`src/pkg/ssa_defs.svh`:
```
/*
  Constants of the security supervisor: register offsets, field
  positions, reset values and timing counts.
  Assumes it is included by bare name from the package and the module.
*/
`ifndef SSA_DEFS_SVH
`define SSA_DEFS_SVH

// ************************************************************
// Register offsets (byte addresses, one word each)
// ************************************************************
`define SSA_OFS_STAT   8'h00
`define SSA_OFS_CLR    8'h04
`define SSA_OFS_EN     8'h08
`define SSA_OFS_REACT  8'h0C
`define SSA_OFS_SEC    8'h10
`define SSA_OFS_RIGHTS 8'h14
`define SSA_OFS_DWIN   8'h18
`define SSA_OFS_PWIN   8'h1C
`define SSA_OFS_EXEC   8'h20
`define SSA_OFS_MODE   8'h24
`define SSA_OFS_KEY    8'h28
`define SSA_OFS_TRACE  8'h2C

// ************************************************************
// Fields and widths
// ************************************************************
`define SSA_DET_N      7
`define SSA_ST_W       9
`define SSA_ST_FAULT   7
`define SSA_ST_TRREJ   8
`define SSA_SEC_WEN    0
`define SSA_SEC_LOCK   1
`define SSA_SEC_PRIV   2
`define SSA_MR_DRD     0
`define SSA_MR_DWR     1
`define SSA_MR_PFE     2
`define SSA_MODE_NORM  0
`define SSA_MODE_TEST  1
`define SSA_NVM_BIT    15
`define SSA_PAGE_HI    14
`define SSA_PAGE_LO    12

// ************************************************************
// Reset values and timing
// ************************************************************
`define SSA_RST_REACT  7'h00
`define SSA_RST_RIGHTS 3'h7
`define SSA_RST_WIN    32'hFFFF_0000
`define SSA_RST_EXEC   8'hFF
`define SSA_WIN_CYC    8'h80
`define SSA_FILT_CYC   4'h8

`endif

```
`src/pkg/ssa_pkg.sv`:
```
/*
  Types of the security supervisor.
  Assumes ssa_defs.svh sits on the include path.
*/
package ssa_pkg;
  `include "ssa_defs.svh"

  typedef enum logic [1:0] {
    ssa_lc_test   = 2'b00,
    ssa_lc_auth   = 2'b01,
    ssa_lc_normal = 2'b10
  } ssa_lc_t;

  typedef logic [15:0] ssa_addr_t;
endpackage : ssa_pkg

```
`src/hdl/ssa_supervisor.sv`:
```
/*
  Security supervisor: detector latching and reaction, pad filters,
  register write lock, address filter with fast interrupt, test to
  normal life cycle with traceability freeze.
  Assumes one 250 MHz clock, an Avalon-MM master on the same clock and
  a core that reports mode and every bus access on that clock.
*/
// Local design decisions: the placing of the registers and the Avalon-MM interface to the registers.
`timescale 1ns/1ps
`include "ssa_defs.svh"

module ssa_supervisor
  import ssa_pkg::*;
#(
  parameter logic [31:0] TEST_KEY = 32'h1234_ABCD // Arbitrary value
) (
  input  wire logic                 clk,
  input  wire logic                 rst,
  input  wire logic [7:0]           avs_address,
  input  wire logic                 avs_read,
  input  wire logic                 avs_write,
  input  wire logic [31:0]          avs_writedata,
  output logic      [31:0]          avs_readdata,
  output logic                      avs_waitrequest,
  input  wire logic                 priv_mode,
  input  wire logic [`SSA_DET_N-1:0] det_pin,
  input  wire logic                 pad_rst_raw,
  input  wire logic                 pad_clk_raw,
  input  wire logic                 mon_valid,
  input  wire ssa_addr_t            mon_addr,
  input  wire logic                 mon_write,
  input  wire logic                 mon_fetch,
  output logic                      irq,
  output logic                      fast_nonmaskable_irq,
  output logic                      chip_reset_req,
  output logic                      filt_pad_rst,
  output logic                      filt_pad_clk,
  output logic                      normal_mode,
  output logic                      test_access
);

  // ************************************************************
  // Address window decode
  // ************************************************************
  function automatic logic in_win(input ssa_addr_t a,
                                  input logic [31:0] w);
    in_win = (a >= w[15:0]) && (a <= w[31:16]);
  endfunction : in_win

  logic                  wait_r;
  logic [31:0]           rdata_r;
  logic [31:0]           rd_nxt;
  logic                  wr_acc;
  logic [`SSA_DET_N-1:0] det_s1_r;
  logic [`SSA_DET_N-1:0] det_s2_r;
  logic [`SSA_ST_W-1:0]  stat_r;
  logic [`SSA_ST_W-1:0]  en_r;
  logic [`SSA_ST_W-1:0]  stat_set;
  logic [`SSA_ST_W-1:0]  stat_clr;
  logic [`SSA_DET_N-1:0] react_r;
  logic                  sec_wen_r;
  logic                  lock_r;
  logic [7:0]            win_cnt_r;
  logic                  sec_ok;
  logic [2:0]            rights_r;
  logic [31:0]           dwin_r;
  logic [31:0]           pwin_r;
  logic [7:0]            exec_r;
  logic [31:0]           trace_r;
  ssa_lc_t               lc_r;
  logic                  key_ok;
  logic                  trace_rej;
  logic                  nvm_hit;
  logic                  exec_bad;
  logic                  illegal;
  logic                  irq_r;
  logic                  fiq_r;
  logic                  chip_rst_r;
  logic [1:0]            pad_raw;
  logic [1:0]            pad_filt;

  // ************************************************************
  // Avalon slave: one wait cycle, then the answer
  // ************************************************************
  assign wr_acc = avs_write && !wait_r;

  always_ff @(posedge clk or posedge rst) begin
    if (rst) begin
      wait_r <= 1'b1;
    end else if (!wait_r) begin
      wait_r <= 1'b1;
    end else if (avs_read || avs_write) begin
      wait_r <= 1'b0;
    end
  end

  always_ff @(posedge clk or posedge rst) begin
    if (rst) begin
      rdata_r <= 32'h0000_0000;
    end else if (wait_r && avs_read) begin
      rdata_r <= rd_nxt;
    end
  end

  always_comb begin
    rd_nxt = 32'h0000_0000;
    case (avs_address)
      `SSA_OFS_STAT:   rd_nxt[`SSA_ST_W-1:0] = stat_r;
      `SSA_OFS_EN:     rd_nxt[`SSA_ST_W-1:0] = en_r;
      `SSA_OFS_REACT:  rd_nxt[`SSA_DET_N-1:0] = react_r;
      `SSA_OFS_SEC: begin
        rd_nxt[`SSA_SEC_WEN]  = sec_wen_r;
        rd_nxt[`SSA_SEC_LOCK] = lock_r;
        rd_nxt[`SSA_SEC_PRIV] = priv_mode;
      end
      `SSA_OFS_RIGHTS: rd_nxt[2:0] = rights_r;
      `SSA_OFS_DWIN:   rd_nxt = dwin_r;
      `SSA_OFS_PWIN:   rd_nxt = pwin_r;
      `SSA_OFS_EXEC:   rd_nxt[7:0] = exec_r;
      `SSA_OFS_MODE: begin
        rd_nxt[`SSA_MODE_NORM] = (lc_r == ssa_lc_normal);
        rd_nxt[`SSA_MODE_TEST] = (lc_r == ssa_lc_auth);
      end
      `SSA_OFS_TRACE:  rd_nxt = trace_r;
      default:         rd_nxt = 32'h0000_0000;
    endcase
  end

  // ************************************************************
  // Pad filters, not reachable from software
  // ************************************************************
  // A level must hold for the full count; shorter pulses and fast
  // toggling never reach the output.
  assign pad_raw = {pad_clk_raw, pad_rst_raw};

  for (genvar g = 0; g < 2; g++) begin : g_pad
    logic       s1_r;
    logic       s2_r;
    logic       filt_r;
    logic [3:0] cnt_r;

    always_ff @(posedge clk or posedge rst) begin
      if (rst) begin
        s1_r <= 1'b0;
        s2_r <= 1'b0;
      end else begin
        s1_r <= pad_raw[g];
        s2_r <= s1_r;
      end
    end

    always_ff @(posedge clk or posedge rst) begin
      if (rst) begin
        cnt_r  <= 4'h0;
        filt_r <= 1'b0;
      end else if (s2_r == filt_r) begin
        cnt_r <= 4'h0;
      end else if (cnt_r == `SSA_FILT_CYC - 4'h1) begin
        cnt_r  <= 4'h0;
        filt_r <= s2_r;
      end else begin
        cnt_r <= cnt_r + 4'h1;
      end
    end

    assign pad_filt[g] = filt_r;
  end

  assign filt_pad_rst = pad_filt[0];
  assign filt_pad_clk = pad_filt[1];

  // ************************************************************
  // Detectors, status and reaction
  // ************************************************************
  // No register gates the detector path into the status; only the interrupt (en_r) and the reaction are soft.
  always_ff @(posedge clk or posedge rst) begin
    if (rst) begin
      det_s1_r <= '0;
      det_s2_r <= '0;
    end else begin
      det_s1_r <= det_pin;
      det_s2_r <= det_s1_r;
    end
  end

  assign stat_set = {trace_rej, illegal, det_s2_r};
  assign stat_clr = (wr_acc && avs_address == `SSA_OFS_CLR) ?
                    avs_writedata[`SSA_ST_W-1:0] : '0;

  // Set beats clear so a same-cycle event survives
  always_ff @(posedge clk or posedge rst) begin
    if (rst) begin
      stat_r <= '0;
    end else begin
      stat_r <= (stat_r & ~stat_clr) | stat_set;
    end
  end

  always_ff @(posedge clk or posedge rst) begin
    if (rst) begin
      irq_r <= 1'b0;
    end else begin
      irq_r <= |(stat_r & en_r);
    end
  end

  // Held until the chip reset comes back through rst
  always_ff @(posedge clk or posedge rst) begin
    if (rst) begin
      chip_rst_r <= 1'b0;
    end else if (|(det_s2_r & react_r)) begin
      chip_rst_r <= 1'b1;
    end
  end

  // ************************************************************
  // Write lock of the security registers
  // ************************************************************
  always_ff @(posedge clk or posedge rst) begin
    if (rst) begin
      win_cnt_r <= 8'h00;
    end else if (win_cnt_r != `SSA_WIN_CYC) begin
      win_cnt_r <= win_cnt_r + 8'h01;
    end
  end

  always_ff @(posedge clk or posedge rst) begin
    if (rst) begin
      sec_wen_r <= 1'b0;
      lock_r    <= 1'b0;
    end else begin
      if (wr_acc && avs_address == `SSA_OFS_SEC &&
          win_cnt_r != `SSA_WIN_CYC && !lock_r) begin
        sec_wen_r <= avs_writedata[`SSA_SEC_WEN];
      end
      if (win_cnt_r == `SSA_WIN_CYC && !sec_wen_r) begin
        lock_r <= 1'b1;
      end
    end
  end

  assign sec_ok = wr_acc && (priv_mode || (sec_wen_r && !lock_r));

  always_ff @(posedge clk or posedge rst) begin
    if (rst) begin
      en_r     <= '0;
      react_r  <= `SSA_RST_REACT;
      rights_r <= `SSA_RST_RIGHTS;
      dwin_r   <= `SSA_RST_WIN;
      pwin_r   <= `SSA_RST_WIN;
      exec_r   <= `SSA_RST_EXEC;
    end else if (sec_ok) begin
      case (avs_address)
        `SSA_OFS_EN:     en_r     <= avs_writedata[`SSA_ST_W-1:0];
        `SSA_OFS_REACT:  react_r  <= avs_writedata[`SSA_DET_N-1:0];
        `SSA_OFS_RIGHTS: rights_r <= avs_writedata[2:0];
        `SSA_OFS_DWIN:   dwin_r   <= avs_writedata;
        `SSA_OFS_PWIN:   pwin_r   <= avs_writedata;
        `SSA_OFS_EXEC:   exec_r   <= avs_writedata[7:0];
        default: ;
      endcase
    end
  end

  // ************************************************************
  // Address filter and execute check
  // ************************************************************
  assign nvm_hit  = mon_addr[`SSA_NVM_BIT];
  assign exec_bad = mon_fetch && nvm_hit &&
                    !exec_r[mon_addr[`SSA_PAGE_HI:`SSA_PAGE_LO]];

  always_comb begin
    if (!mon_valid) begin
      illegal = 1'b0;
    end else if (mon_fetch) begin
      illegal = !in_win(mon_addr, pwin_r) || !rights_r[`SSA_MR_PFE] ||
                exec_bad;
    end else begin
      illegal = !in_win(mon_addr, dwin_r) ||
                !rights_r[mon_write ? `SSA_MR_DWR : `SSA_MR_DRD];
    end
  end

  // No enable: the fast interrupt cannot be masked
  always_ff @(posedge clk or posedge rst) begin
    if (rst) begin
      fiq_r <= 1'b0;
    end else begin
      fiq_r <= illegal;
    end
  end

  // ************************************************************
  // Life cycle and traceability
  // ************************************************************
  assign key_ok = wr_acc && avs_address == `SSA_OFS_KEY &&
                  avs_writedata == TEST_KEY;

  always_ff @(posedge clk or posedge rst) begin
    if (rst) begin
      lc_r <= ssa_lc_test;
    end else begin
      unique case (lc_r)
        ssa_lc_test, ssa_lc_auth: begin
          if (wr_acc && avs_address == `SSA_OFS_MODE &&
              avs_writedata[`SSA_MODE_NORM]) begin
            lc_r <= ssa_lc_normal;
          end else if (key_ok) begin
            lc_r <= ssa_lc_auth;
          end
        end
        ssa_lc_normal: lc_r <= ssa_lc_normal;
        default:       lc_r <= ssa_lc_normal;
      endcase
    end
  end

  assign trace_rej = wr_acc && avs_address == `SSA_OFS_TRACE &&
                     lc_r != ssa_lc_auth;

  always_ff @(posedge clk or posedge rst) begin
    if (rst) begin
      trace_r <= 32'h0000_0000;
    end else if (wr_acc && avs_address == `SSA_OFS_TRACE &&
                 lc_r == ssa_lc_auth) begin
      trace_r <= avs_writedata;
    end
  end

  assign avs_readdata         = rdata_r;
  assign avs_waitrequest      = wait_r;
  assign irq                  = irq_r;
  assign fast_nonmaskable_irq = fiq_r;
  assign chip_reset_req       = chip_rst_r;
  // State codes chosen so each flag is one state bit
  assign normal_mode          = lc_r[1];
  assign test_access          = lc_r[0];
endmodule : ssa_supervisor

```
`config.mk`:
```
export PLATFORM = sky130hd
export DESIGN_NAME = ssa_supervisor
export DESIGN_NICKNAME = d
export VERILOG_FILES = /design/src/pkg/ssa_pkg.sv /design/src/hdl/ssa_supervisor.sv
export VERILOG_INCLUDE_DIRS = /design/src /design/src/pkg
export SDC_FILE = /design/constraint.sdc
export NUM_CORES = 1
export LEC_CHECK = 0
export BUFFER_PORTS_ARGS = -buffer_cell sky130_fd_sc_hd__buf_2
export CAP_MARGIN = 20
export CORE_ASPECT_RATIO = 0.5
export CORE_MARGIN = 2
export CORE_UTILIZATION = 30
export CTS_BUF_LIST = sky130_fd_sc_hd__clkbuf_16
export DETAILED_ROUTE_END_ITERATION = 7
export HOLD_SLACK_MARGIN = 0.12
export PLACE_DENSITY = 0.42
export SLEW_MARGIN = 20
export SYNTH_ARGS = -nofsm -noshare
export SYNTH_HDL_FRONTEND = slang
export SYNTH_SLANG_ARGS = --single-unit
```
`constraint.sdc`:
```
create_clock -name clk -period 7.5 [get_ports clk]
set_input_delay 1.125 -clock clk [delete_from_list [all_inputs] [get_ports clk]]
set_output_delay 1.125 -clock clk [all_outputs]
set_load 0.1 [all_outputs]
```
# Yosys cells after proc, flatten, opt, wreduce, memory -nomap -nowiden
# Index checks and enable logic that the tools add are counted.
# Widths: inputs -> output; s select.
[word_totals]
register_bits = 208
latch_bits = 0
mem_bits_rw = 0
mem_bits_ro = 0
inputBits = 73
out_inout_bits = 40
wordCells = 135
n_memories = 0
[classes]
addsub = 3
multipliers = 0
n_div = 0
magnitude_cmp = 6
eq_ne = 22
shift = 0
n_mux = 24
bitwise_logic = 7
n_reduce_logical = 46
[ops]
columns = ["op", "n"]
rows = [
  ["$pmux 23 s3", 1],
  ["$eq 32x29->1 const B", 1],
  ["$eq 8x5->1 const B", 4],
  ["$eq 8x6->1 const B", 4],
  ["$ge 16x16->1", 2],
  ["$le 16x16->1", 2],
  ["$pmux 4 s7", 1],
  ["$logic_and 1x1->1", 20],
  ["$pmux 2 s10", 1],
  ["$and 9x9->9", 2],
  ["$eq 8x4->1 const B", 2],
  ["$mux 4", 4],
  ["$reduce_and 2->1", 8],
  ["$mux 9", 1],
  ["$not 9->9", 1],
  ["$or 9x9->9", 1],
  ["$pmux 1 s9", 1],
  ["$reduce_or 9->1", 1],
  ["$add 4x1->4 const B", 2],
  ["$add 8x1->8 const B", 1],
  ["$eq 4x3->1 const B", 2],
  ["$eq 8x3->1 const B", 1],
  ["$eq 8x8->1 const B", 1],
  ["$logic_not 1->1", 8],
  ["other kinds (21)", 36],
]

# Logic depth before layout (Yosys ltp)
[logic_depth]
ltp_word = 9
mapped_depth = 8
mapped_depth_nobuf = 8

# Least setup slack after synthesis
# No wires, ideal clock.
[synth_path]
path_type = "input to register"
from = "in avs_address[5]"
to = "reg pwin_r[1]"
setup_ns = 0.125
t_arrival_ns = 2.632
t_required_ns = 7.375
setup_slack_ns = 4.743
cell_stages = 6
n_path_buf = 2
path_cell_list = "buf_6 -> or4b_4 -> nor3_4 -> nand2_4 -> buf_6 -> mux2_4"
[synth_between]
elab_chain_len = 2
[synth_rtl]
columns = ["item", "line_no", "text"]
rows = [
  ["from (decl)", "ssa_supervisor.sv:19", "input wire logic [7:0] avs_address,"],
  ["$eq 8x5->1", "ssa_supervisor.sv:253", "case (avs_address)"],
  ["$reduce_and 2->1 (no source line)", "-", ""],
  ["to (signal assigned)", "ssa_supervisor.sv:250", "pwin_r <= `SSA_RST_WIN;"],
  ["to (signal assigned)", "ssa_supervisor.sv:258", "`SSA_OFS_PWIN: pwin_r <= avs_writedata;"],
  ["to (decl)", "ssa_supervisor.sv:67", "logic [31:0] pwin_r;"],
]
# Every way passes these cells.
# A chain may end at the register's enable or synchronous reset.

# Worst setup path after layout
[layout_path]
from = "in avs_address[3]"
to = "reg dwin_r[1]"
[layout_between]
elab_chain_len = 2
[layout_rtl]
columns = ["item", "line_no", "text"]
rows = [
  ["$eq 8x5->1", "ssa_supervisor.sv:253", ""],
  ["$reduce_and 2->1 (no source line)", "-", ""],
  ["to (signal assigned)", "ssa_supervisor.sv:249", "dwin_r <= `SSA_RST_WIN;"],
  ["to (signal assigned)", "ssa_supervisor.sv:257", "`SSA_OFS_DWIN: dwin_r <= avs_writedata;"],
  ["to (decl)", "ssa_supervisor.sv:66", "logic [31:0] dwin_r;"],
]
# Every way passes these cells.

==> results.yml <==
grt:
  grt_first_pass_wirelength_mm: 47.5
  grt_pass1_vias: 7659
  grt.total_usage_pct: 17.2
  overflow: 0
  grt_max_degree: 105
  grt_antenna_before_repair: 0
placed_design:
  place.gp.congestion: 0.805
  io_buffers: 112
  hpwl_mm: 21.6
  place_inst: 1451
setup_path:
  crit_arrival_ns: 3.75
  crit-reg2reg-launch: "avs_waitrequest$_DFF_PP1_"
  worstSetupPathType: "in2reg"
  path_max_fanout: 32
  required_ns: 7.91
  crit_end: "dwin_r[1]$_DFFE_PP0P_"
  end_kind: "register"
  rrSetupSlack_ns: 5.09
  worstRegToRegCells: 4
  crit_path_start: "avs_address[3]"
  start_kind: "primary input"
  reg2reg_to: "dwin_r[1]$_DFFE_PP0P_"
drt:
  via_count: 7434
  route.detailed.drc: 0
  post_drt_via_cell_ratio: 4.98
  ant_nets: 0
  drt_iter0_drc: 462
  dr.pass1.iters: 5
  drt_wl_total_mm: 30.7
  avgRoutedWirePerCell_um: 20.6
power_and_ir_drop:
  power.share.clock_pct: 43.2
  p_switching_uw: 729
  intPower_uw: 1910
  p_leak_uw: 0.00552
  power_density_nw_per_um2: 216
  swShare_pct: 27.6
  seqPwrFrac_pct: 45.3
  ir_drop_mv: 0.107
  power.combinational.fraction_pct: 11.6
  power_uw: 2640
floorplanning:
  ios: 113
  dieHeight_um: 136
  core_um2: 34400
  die_x_um: 268
  initial_utilization_pct: 30.4
  placementRows: 48
  dieArea_um2: 36400
logic_synthesis:
  synth_async_sr_flop_share_pct: 100
  ys_types: 68
  synth_edf_count: 0
  syn-cell-area_um2: 10400
  synth-seq-cells: 208
  syn-mean-instance-area_um2: 11.7
  syn_nets: 1031
  syn-instance-count: 890
  yosysSeqAreaShare_pct: 50.4
  synth_flop_cell: "dfrtp_1"
  synth_warnings: 0
timing:
  setup_viol: 0
  fin_crit_sh_pct: 44.6
  max_slew_margin_pct: 32.5
  rsz0062_at_grt: "false"
  fin_crit_ns: 3.35
  hold_viol: 0
  max_freq_mhz: 299
  tightest_slew_ns: 1.00
  final.setup.tns_ns: 0
  maxSlewViolCount: 0
  fin_skew_ns: 0.0150
final_layout:
  layoutNonFillerInstCount: 1492
  post-route-util_pct: 35.5
  synthToLayoutAreaGrowth_pct: 17.0
  drive_gt1_share_pct: 33.4
  nets: 1142
  fillCellCount: 3480
  insertedDiodeCount: 0
clock_network:
  clock_latency_ns: 0.53
  cts-buffers-inserted: 22
  ctsHoldBuffers: 0
  post-cts-setup-buffer-count: 0
  clock_path_buffers: 3
  cts_resized: 0
  cts.sinks: 208
  cts_htree_levels: 1
  tritoncts: "built"
  clkTransAtPathRegs_ns: 0.06
  clockRootBuffer: "clkbuf_16"
worst_hold_path:
  hold_class: "reg2reg"
outcome:
  status: "completed"
run:
  max_cap_viol_count: 0
==> area by class of cell <==
class	instances	area (um^2)	share of cell area, %
clock buffer	23	576	4.71
clock inverter	17	156	1.28
inverter	66	255	2.09
multi-input combinational	583	4740	38.8
sequential	208	5260	43.1
tap	475	594	4.87
timing repair buffer	120	633	5.18
==> logic make-up (layout without fill, tap and decap cells) <==
logic type / Yosys count / after routing / synth area share (%)
compound gates: 184 / 184 / 12.0
xor+xnor: 11 / 11 / 0.923
fa+ha+maj: 68 / 68 / 8.15
buf+inv: 99 / 226 / 4.28
flops: 208 / 208 / 50.4
mux: 134 / 134 / 14.9
simple gates: 186 / 186 / 9.36
==> per-layer routing <==
metal  vias up  GRT usage, %  routed length [um]
met3        35          2.75                1070
met1      3785          24.4               14800
met2       123          28.3               14300
met5         -             0                   0
li1       3491             -                   -
met4         0          2.76                 463
==> worst min-delay path by stage <==
stage	start	endpoint	slack [ns]	cells after the start
6_report	det_s1_r[3]$_DFF_PP0_	det_s2_r[3]$_DFF_PP0_	0.35	0
5_1_grt	det_s1_r[6]$_DFF_PP0_	det_s2_r[6]$_DFF_PP0_	0.37	0
4_1_cts	det_s1_r[3]$_DFF_PP0_	det_s2_r[3]$_DFF_PP0_	0.35	0
3_5_place_dp	det_s1_r[3]$_DFF_PP0_	det_s2_r[3]$_DFF_PP0_	0.33	0
3_3_place_gp	g_pad[1].s1_r$_DFF_PP0_	g_pad[1].s2_r$_DFF_PP0_	0.33	0
2_1_floorplan	det_s1_r[0]$_DFF_PP0_	det_s2_r[0]$_DFF_PP0_	0.33	0
==> power by group through the flow <==
stage / logic [uW] / registers (uW) / clock network [uW]
3_3_place_gp: 305 / 1210 / 0
4_1_cts: 312 / 1190 / 1170
6_report: 305 / 1190 / 1140
5_1_grt: 336 / 1200 / 1220
2_1_floorplan: 126 / 1290 / 0
3_5_place_dp: 311 / 1210 / 0
==> flip-flops by register name, indices dropped and copies added, names as in the netlist, 2 cells and up <==
signal and flops:
win_cnt_r 8, avs_readdata 32, en_r 9, det_s1_r 7, pwin_r 32, rights_r 3, det_s2_r 7, react_r 7
lc_r 2, dwin_r 32, exec_r 8, g_pad.s2_r 2, stat_r 9, trace_r 32, g_pad.s1_r 2, g_pad.cnt_r 8
==> critical path, stage by stage <==
cell and delay (ns):
buf_2 0.22, or4b_1 0.71, nor2_8 0.52, nand2_2 0.64, mux2_1 0.52
==> cell usage after synthesis, types with 3 or more instances <==
cell type	number	share of area, %
mux2i_1	3	0.29
buf_2	13	0.62
xnor2_1	9	0.76
a21o_1	15	1.1
a222oi_1	16	1.5
nor4b_1	4	0.34
a22oi_1	11	0.79
mux2_1	4	0.43
nor2_1	23	0.83
dfrtp_1	164	39
ha_1	68	8.2
nor3_1	11	0.53
inv_1	66	2.4
a22o_1	18	1.5
o21ai_1	15	0.72
a31oi_1	4	0.24
nand2_1	69	2.5
mux2_4	4	0.58
nor2b_1	7	0.42
dfstp_2	44	11
and3_1	3	0.18
a221oi_1	7	0.59
nand3_1	25	1.2
o22ai_1	3	0.18
nor4bb_1	3	0.29
nor4_1	3	0.18
mux4_2	3	0.65
mux2_2	120	13
nand2b_1	3	0.18
clkbuf_1	11	0.40
o21ai_0	28	1.3
a211oi_1	5	0.36
nand4_1	14	0.84
buf_6	5	0.54
a21oi_1	42	2.0
a21boi_0	4	0.29
==> placed cells by master, fill, tap and decap left out, types with 5 or more instances in the layout <==
| cell | n |
|---|---|
| a211oi_1 | 5 |
| a21o_1 | 15 |
| a21oi_1 | 42 |
| a221oi_1 | 7 |
| a222oi_1 | 16 |
| a22o_1 | 18 |
| a22oi_1 | 11 |
| buf_2 | 112 |
| buf_4 | 7 |
| clkbuf_16 | 23 |
| clkinv_1 | 5 |
| dfrtp_1 | 164 |
| dfstp_2 | 44 |
| ha_1 | 68 |
| inv_1 | 68 |
| mux2_2 | 120 |
| nand2_1 | 69 |
| nand3_1 | 24 |
| nand4_1 | 14 |
| nor2_1 | 22 |
| nor2b_1 | 7 |
| nor3_1 | 11 |
| o21ai_0 | 28 |
| o21ai_1 | 15 |
| xnor2_1 | 9 |
==> per-stage QoR <==
step | setup WS, ns | hold slack [ns] | cell area [um^2]
3_5_place_dp | 3.46 | 0.335 | 11500
3_3_place_gp | 3.52 | 0.333 | 11500
4_1_cts | 4.00 | 0.348 | 12200
2_1_floorplan | 0.767 | 0.331 | 10400
6_report | 4.15 | 0.347 | 12200
5_1_grt | 4.04 | 0.366 | 12200
Note: power is estimated with default switching activity, not from simulation.
